`config.mk`:
```
export PLATFORM = sky130hd
export DESIGN_NAME = slot_geo_address_decode
export DESIGN_NICKNAME = d
export VERILOG_FILES = /design/src/rtl/slot_geo_pkg.sv /design/src/rtl/slot_geo_address_decode.sv /design/src/rtl/slot_pin_sync.sv
export SDC_FILE = /design/constraint.sdc
export NUM_CORES = 1
export LEC_CHECK = 0
export ABC_AREA = 1
export BUFFER_PORTS_ARGS = -buffer_cell sky130_fd_sc_hd__buf_4
export CORE_ASPECT_RATIO = 2
export CORE_MARGIN = 2
export CORE_UTILIZATION = 50
export DETAILED_ROUTE_END_ITERATION = 8
export GPL_ROUTABILITY_DRIVEN = 1
export HOLD_SLACK_MARGIN = 0.15
export PLACE_DENSITY = 0.85
export SETUP_SLACK_MARGIN = 0.2
export SLEW_MARGIN = 20
export SYNTH_ARGS = -nofsm -noshare
export SYNTH_HDL_FRONTEND = slang
export SYNTH_SLANG_ARGS = --single-unit
export TNS_END_PERCENT = 50
```
`constraint.sdc`:
```
create_clock -name clk -period 3.87 [get_ports clk]
set_input_delay 0.387 -clock clk [delete_from_list [all_inputs] [get_ports clk]]
set_output_delay 0.387 -clock clk [all_outputs]
set_load 0.1 [all_outputs]
```
`src/rtl/slot_geo_pkg.sv`:
```
// constants for the slot address decode block
package slot_geo_pkg;
    localparam int SLOT_W = 5; // slot number width
    localparam logic [4:0] RECOVERY_SLOT = 5'h1E; // slot 30 fallback address
    localparam logic [4:0] PINS_ALL_OPEN = 5'h1F; // no pin grounded
    localparam int BASE_HI = 7; // base value field top
    localparam int BASE_LO = 3; // base value field bottom
    localparam int ADDR_HI = 23; // config space address top
    localparam int ADDR_LO = 19; // config space address bottom
    localparam int ADDR_W = 24; // config space address width
    localparam logic [7:0] BASE_RESET = 8'h00; // base value after reset
endpackage : slot_geo_pkg

```
`src/rtl/slot_geo_address_decode.sv`:
```
// slot pin sampling, parity check and config space base decode
// Behaviour
// - config base value comes from slot pins
// - parity mismatch selects recovery slot thirty
// - parity error may ignore config accesses
// - all pins open selects local switch address
// - base bits seven to three match A23..A19
// - one slot maps one distinct A24 region
// - pins pulled up, levels are inverted slot
`timescale 1ns/10ps
module slot_geo_address_decode
    import slot_geo_pkg::*;
(
    input wire logic clk,
    input wire logic rstn,
    input wire logic [4:0] slot_address_pins, // active low slot pins
    input wire logic slot_parity_pin, // active low parity pin
    input wire logic [4:0] local_switches, // local slot setting
    input wire logic local_enable, // allow switch fallback
    input wire logic ignore_on_error, // drop config accesses on parity error
    input wire logic cyc_valid, // config space cycle present
    input wire logic [23:0] cyc_addr, // cycle address
    output logic [4:0] slot_number, // resolved slot
    output logic [7:0] config_base, // base address value
    output logic parity_error, // slot parity mismatch
    output logic local_used, // switch address in use
    output logic base_valid, // base latched
    output logic config_rom_ctrl_space_hit // cycle claimed
);
    typedef enum logic [1:0] {WAIT_PINS, LATCH, RUN} phase_type;
    phase_type ph_r, ph_nxt; // latch sequence
    logic [5:0] pins_f; // filtered pins
    logic pins_ok; // filter settled
    logic [4:0] slot_raw; // inverted pin levels
    logic par_bad; // odd parity check failed
    logic all_open; // no pin grounded
    logic [4:0] slot_sel; // chosen slot
    // latched results, each except hit_r written only in the latch state
    // and then held until the next reset
    logic [4:0] slot_r, slot_nxt;
    logic perr_r, perr_nxt;
    logic loc_r, loc_nxt;
    logic val_r, val_nxt;
    logic hit_r, hit_nxt;
    logic [7:0] base_r, base_nxt;

    // three-flop filter on the pins, the parity pin rides on top
    // its settled flag only rises once real pin samples have passed through
    slot_pin_sync u_sync (
        .clk(clk),
        .rstn(rstn),
        .pin_in({slot_parity_pin, slot_address_pins}),
        .pin_out(pins_f),
        .settled(pins_ok)
    );

    // pins are grounded for a one, so invert the sensed levels
    always_comb begin
        slot_raw = ~pins_f[4:0];
        all_open = (pins_f[4:0] == PINS_ALL_OPEN);
        // pins plus parity pin carry odd count of ones when sound
        par_bad = ~(^(~pins_f));
        // switch fallback wins: an old backplane leaves every pin open
        // and would otherwise always read as a parity error
        if (all_open && local_enable) begin
            slot_sel = local_switches;
        end else if (par_bad) begin
            slot_sel = RECOVERY_SLOT;
        end else begin
            slot_sel = slot_raw;
        end
    end

    // latch slot once after reset, then decode cycles
    always_comb begin
        ph_nxt = ph_r;
        slot_nxt = slot_r;
        perr_nxt = perr_r;
        loc_nxt = loc_r;
        val_nxt = val_r;
        base_nxt = base_r;
        hit_nxt = 1'b0;
        case (ph_r)
            // hold off until the filter has real pin samples
            WAIT_PINS: begin
                if (pins_ok) begin
                    ph_nxt = LATCH;
                end
            end
            // one cycle: slot, flags and base are taken together
            LATCH: begin
                slot_nxt = slot_sel;
                perr_nxt = par_bad && !(all_open && local_enable);
                loc_nxt = all_open && local_enable;
                base_nxt = BASE_RESET;
                base_nxt[BASE_HI:BASE_LO] = slot_sel;
                val_nxt = 1'b1;
                ph_nxt = RUN;
            end
            // slot fixed now, later pin changes are ignored
            RUN: begin
                // upper address bits must equal the latched base field
                hit_nxt = cyc_valid
                    && (cyc_addr[ADDR_HI:ADDR_LO] == base_r[BASE_HI:BASE_LO])
                    && !(perr_r && ignore_on_error);
            end
            default: begin
                ph_nxt = WAIT_PINS;
            end
        endcase
    end

    // state registers
    // async reset loads constants only, outputs read these directly
    always_ff @(posedge clk or negedge rstn) begin
        if (!rstn) begin
            ph_r <= WAIT_PINS;
            slot_r <= '0;
            perr_r <= 1'b0;
            loc_r <= 1'b0;
            val_r <= 1'b0;
            hit_r <= 1'b0;
            base_r <= BASE_RESET;
        end else begin
            ph_r <= ph_nxt;
            slot_r <= slot_nxt;
            perr_r <= perr_nxt;
            loc_r <= loc_nxt;
            val_r <= val_nxt;
            hit_r <= hit_nxt;
            base_r <= base_nxt;
        end
    end

    // every output is a register, no logic after the flops
    assign slot_number = slot_r;
    assign config_base = base_r;
    assign parity_error = perr_r;
    assign local_used = loc_r;
    assign base_valid = val_r;
    assign config_rom_ctrl_space_hit = hit_r;
endmodule : slot_geo_address_decode

```
`src/rtl/slot_pin_sync.sv`:
```
// three-stage synchroniser with agreement filter for slot pins
`timescale 1ns/10ps
module slot_pin_sync
    import slot_geo_pkg::*;
(
    input wire logic clk,
    input wire logic rstn,
    input wire logic [5:0] pin_in, // raw pins, parity on top
    output logic [5:0] pin_out, // filtered level
    output logic settled // filtered level has been updated once
);
    logic [5:0] s1_r, s2_r, s3_r; // synchroniser chain
    logic [2:0] fill_r, fill_nxt; // one bit per stage that holds a real pin sample
    logic [5:0] out_r, out_nxt; // filtered value
    logic set_r, set_nxt; // first agreement seen

    // accept a value only once second and third stages agree
    // the reset fill agrees with itself too, so wait until the chain holds real samples
    always_comb begin
        fill_nxt = {fill_r[1:0], 1'b1};
        out_nxt = out_r;
        set_nxt = set_r;
        if ((&fill_r) && (s2_r == s3_r)) begin
            out_nxt = s3_r;
            set_nxt = 1'b1;
        end
    end

    // chain and filter registers
    always_ff @(posedge clk or negedge rstn) begin
        if (!rstn) begin
            s1_r <= '1;
            s2_r <= '1;
            s3_r <= '1;
            fill_r <= '0;
            out_r <= '1;
            set_r <= 1'b0;
        end else begin
            s1_r <= pin_in;
            s2_r <= s1_r;
            s3_r <= s2_r;
            fill_r <= fill_nxt;
            out_r <= out_nxt;
            set_r <= set_nxt;
        end
    end

    assign pin_out = out_r;
    assign settled = set_r;
endmodule : slot_pin_sync

```
Word-level counts from Yosys, hierarchy flattened. Index checks and enable logic that the tools add are counted.

Register bits after elaboration: 39. Input bits: 40. Word-level logic and storage cells: 39.

Equality and inequality tests: 6. Multiplexer cells: 5. Bitwise gates (word level): 4. Reduce and logical (&&, ||, !) cells: 12.

Operators by type and width (number): $mux 5 (2); $eq 6x6->1 (1); $logic_and 1x1->1 (6); $not 6->6 (1); $pmux 2 s3 (1); $reduce_xor 6->1 (1); $eq 5x5->1 (1); $eq 5x5->1 const B (1); $not 5->5 (1); $reduce_and 3->1 (1); $eq 2x1->1 const B (1); $eq 2x2->1 const B (1); $logic_not 1->1 (2); $logic_not 2->1 (1); $mux 2 (1); $ne 2x1->1 const B (1); $not 1->1 (2); $reduce_and 2->1 (1); $mux 1 (1).

Logic depth before layout (Yosys ltp).
Word-level depth: 4. Depth in mapped cells: 8.

Modules after synthesis. From an unflattened synthesis, not the netlist that was laid out.

Cells, all modules: 189. Area, all modules: 1767.9 um2.

By module, submodules not included: slot_pin_sync (times used 1, cells an instance 72, area each 935.9 um2, seq. area each 730.7 um2); slot_geo_address_decode (times used 1, cells an instance 117, area each 832.0 um2, seq. area each 275.3 um2).

Least setup slack after synthesis. OpenSTA, ideal clock, no wires.

Path kind: reg2out. Start: register, netlist name config_base[6]. End: output slot_number[3]. Arrival time: 1.372 ns. Required time: 3.483 ns. Slack: 2.111 ns. Cell stages (with the launch flop): 2. Path buffers: 1. Cells stage by stage: dfrtp_1 -> buf_4.

RTL lines: end: declaration (RTL line slot_geo_address_decode.sv:23) `output logic [4:0] slot_number,`.

Final worst setup path.
Start: register u_sync.out_r[2] (netlist: u_sync.pin_out[2]). End: register perr_r (netlist: parity_error).

Word-level cells in the longest chain between the ends: 4. Elaborated cells between the ends (all ways): 7.

RTL lines: start: declaration (RTL line slot_pin_sync.sv:14) `logic [5:0] out_r, out_nxt;`; start signal: assignment (RTL line slot_pin_sync.sv:43) `out_r <= out_nxt;`; $eq 5x5->1 or $not 6->6 (tied branches) (RTL line slot_geo_address_decode.sv:60, slot_geo_address_decode.sv:62); $logic_and 1x1->1 or $reduce_xor 6->1 (tied branches) (RTL line slot_geo_address_decode.sv:93, slot_geo_address_decode.sv:62); $logic_not 1->1 or $not 1->1 (tied branches) (RTL line slot_geo_address_decode.sv:93, slot_geo_address_decode.sv:62); $logic_and 1x1->1 (*) (RTL line slot_geo_address_decode.sv:93) `perr_nxt = par_bad && !(all_open && local_enable);`; end signal: assignment (RTL line slot_geo_address_decode.sv:127) `perr_r <= perr_nxt;`; end: declaration (RTL line slot_geo_address_decode.sv:41) `logic perr_r, perr_nxt;`.

Every way passes the cells marked *; elsewhere a longest branch is shown, timed or not. A chain may end at the register's enable or synchronous reset.

==> flow_summary.toml <==
[run_status]
outcome = "finished clean"

[cells_and_area]
layout-drive-gt1-share_pct = 35.02
n_antenna_cell = 0
area_growth_pct = 21.69
layout_commonest_cell = "nand2_1"
final_cell_mix = "nand2_1, buf_4, inv_1, dfstp_2, dfrtp_1"
stdcell_count = 249
final_net_count = 258

[critical_path]
crit_family = "simple AND/OR/NAND/NOR gates"
r2r_start = "u_sync.pin_out[2]"
worst-path-buf-inv = 0
setup.worst_path.start_class = "register"
critPathSlowestCell = "dfstp_2"
path_cells = "ha_1, nand2_1, nor2_2, nor2_1, nand2_1, nand2_1"
crit_required_ns = 4.06
crit_top_cell = "nand2_1"
reg2reg_depth = 6
crit_path_max_fanout = 11
endpoint_kind = "register"
r2r_slack_ns = 2.37
crit_type = "register to register"
r2r-end = "parity_error"
cp.depth = 6
cp.arrival_ns = 1.68
max_stage_delay_ns = 0.55

[logic_synthesis]
ys_warn_count = 0
ys_seq_area_share_pct = 58.52
avgSynthCellArea_um2 = 9.446
ys_types = 23
syn-cell-area_um2 = 1719
syn_inst = 182
synth_area_leaders = "dfstp_2, dfrtp_1, nand2_1, inv_1, buf_4"
synth_seq_cells = 39
synth_area_leader_cell = "dfstp_2"
netlist.area_leader.share_pct = 36.68

[pwr]
peakVddDrop_mv = 0.4084
powerDensity_nw_per_um2 = 825.9
total_leakage_power_nw = 1.069
p_total_w = 0.001728

[timing]
fin_crit_sh_pct = 38.65
slew_viol_final = 0
period_minus_slack_ns = 1.496
final.setup.tns_ns = 0
fmax_mhz = 668.5
setup_viol = 0
clock_skew_ns = 0.01036
finalHoldViolCount = 0
rsz0062_at_grt = "no"

[routing]
viasPerCell = 4.976
vias = 1239
routedWlPerCell_um = 10.85
dr.first_iter.drc_count = 28
drt-total-wl_um = 2702
ant_nets = 0
firstDrtPassIters = 4
drc = 0

[floorplanning]
die-area_um2 = 3952
ios = 57
die_w_um = 45.46
coreArea_um2 = 3341
rows = 30
dieHeight_um = 86.93
start_util_pct = 51.46

[place]
placedCellCount = 240
port_buffers = 34
gp_congestion = 0.7863
post-dp-hpwl_um = 2055

[clock_network]
cts_buffers = 5
htree_levels = 2
cts_hold_buf = 1
clk_pin_slew_ns = 0.08
root_buffer = "clkbuf_8"
clock_sinks = 39
postCtsResizedCells = 0
cts_tree = "yes"
clk_latency_ns = 0.29
clk_path_buf_depth = 2
cts_setup_buffers = 0

[global_route]
grt_max_degree = 40
grt_use_met3_pct = 3.734
grt_pass1_vias = 1169
top_usage_layer = "met2"
grt_usage_pct = 16.11
use_met2_pct = 31.50
met1_usage_pct = 12.97
antenna_found_initial = 0
grt_pass1_wl_um = 4588
grt-ovfl-total = 0

[worst_hold_path]
worstHoldEndpoint = "u_sync.s1_r[0]"
hold_class = "input port to register"
hp-start = "slot_address_pins[0]"
min_path_cells = 1

[flow_run]
drv_cap = 0
## sequential cells by signal, summed over array words and instances, names as in the netlist
| name | count |
|---|---|
| base_valid | 1 |
| config_base | 5 |
| config_rom_ctrl_space_hit | 1 |
| local_used | 1 |
| parity_error | 1 |
| ph_r | 2 |
| u_sync.fill_r | 3 |
| u_sync.pin_out | 6 |
| u_sync.s1_r | 6 |
| u_sync.s2_r | 6 |
| u_sync.s3_r | 6 |
| u_sync.settled | 1 |
## synthesized netlist by cell type (all sizes together)
| library cell | count |
|---|---|
| o22ai | 1 |
| nand3 | 8 |
| dfstp | 24 |
| buf | 10 |
| xor2 | 2 |
| dfrtp | 15 |
| a21oi | 5 |
| nand2 | 55 |
| inv | 25 |
| nor3 | 2 |
| nor2 | 17 |
| conb | 2 |
| nand4 | 7 |
| o21ai | 1 |
| xnor2 | 4 |
| ha | 2 |
| or2 | 2 |
## power by group
group          switching (W)  total (W)  internal (W)
combinational       0.000633   0.000794      0.000160
sequential         0.0000541   0.000538      0.000484
clock               0.000139   0.000396      0.000257
## through the flow
step	hold WS (ns)	util [%]	setup slack (ns)	cell area [µm²]
5_1_grt	0.1879	62.62	2.230	2092
3_5_place_dp	0.3473	58.24	2.393	1946
2_1_floorplan	0.09141	-	2.111	1727
4_1_cts	0.1940	62.62	2.376	2092
3_3_place_gp	0.3454	58.24	2.405	1946
6_report	0.2037	62.62	2.374	2092
## area by class of cell
cell class,instances,area [µm²]
sequential,39,1006
clock inverter,3,67.56
inverter,25,93.84
fill,279,1249
multi-input combinational,110,550.5
timing repair buffer,35,265.3
tap,32,40.04
clock buffer,5,68.82
## worst max path at each step
stage | startpoint | slack (ns) | to
2_1_floorplan | config_base[6] | 2.11 | slot_number[3]
6_report | u_sync.pin_out[2] | 2.37 | parity_error
5_1_grt | u_sync.pin_out[2] | 2.23 | config_base[4]
3_3_place_gp | u_sync.pin_out[2] | 2.41 | parity_error
4_1_cts | u_sync.pin_out[2] | 2.38 | parity_error
3_5_place_dp | u_sync.pin_out[2] | 2.39 | parity_error
## logic make-up after synthesis
family / Yosys count / share of synthesized area, %
AND/OR/NAND/NOR: 91 / 24.53
flip-flops: 39 / 58.52
buffers and inverters: 35 / 9.898
AO/OA/AOI/OAI: 7 / 2.110
XOR/XNOR: 6 / 3.057
adder cells (fa/ha/maj): 2 / 1.455
other: 2 / 0.4368
## metal layers
metal / share of wire, % / wire (µm)
met4: 2.0 / 55
met2: 58 / 1569
met1: 33 / 887
met5: 0 / 0
met3: 7.0 / 190
(Power assumes the default switching activity.)
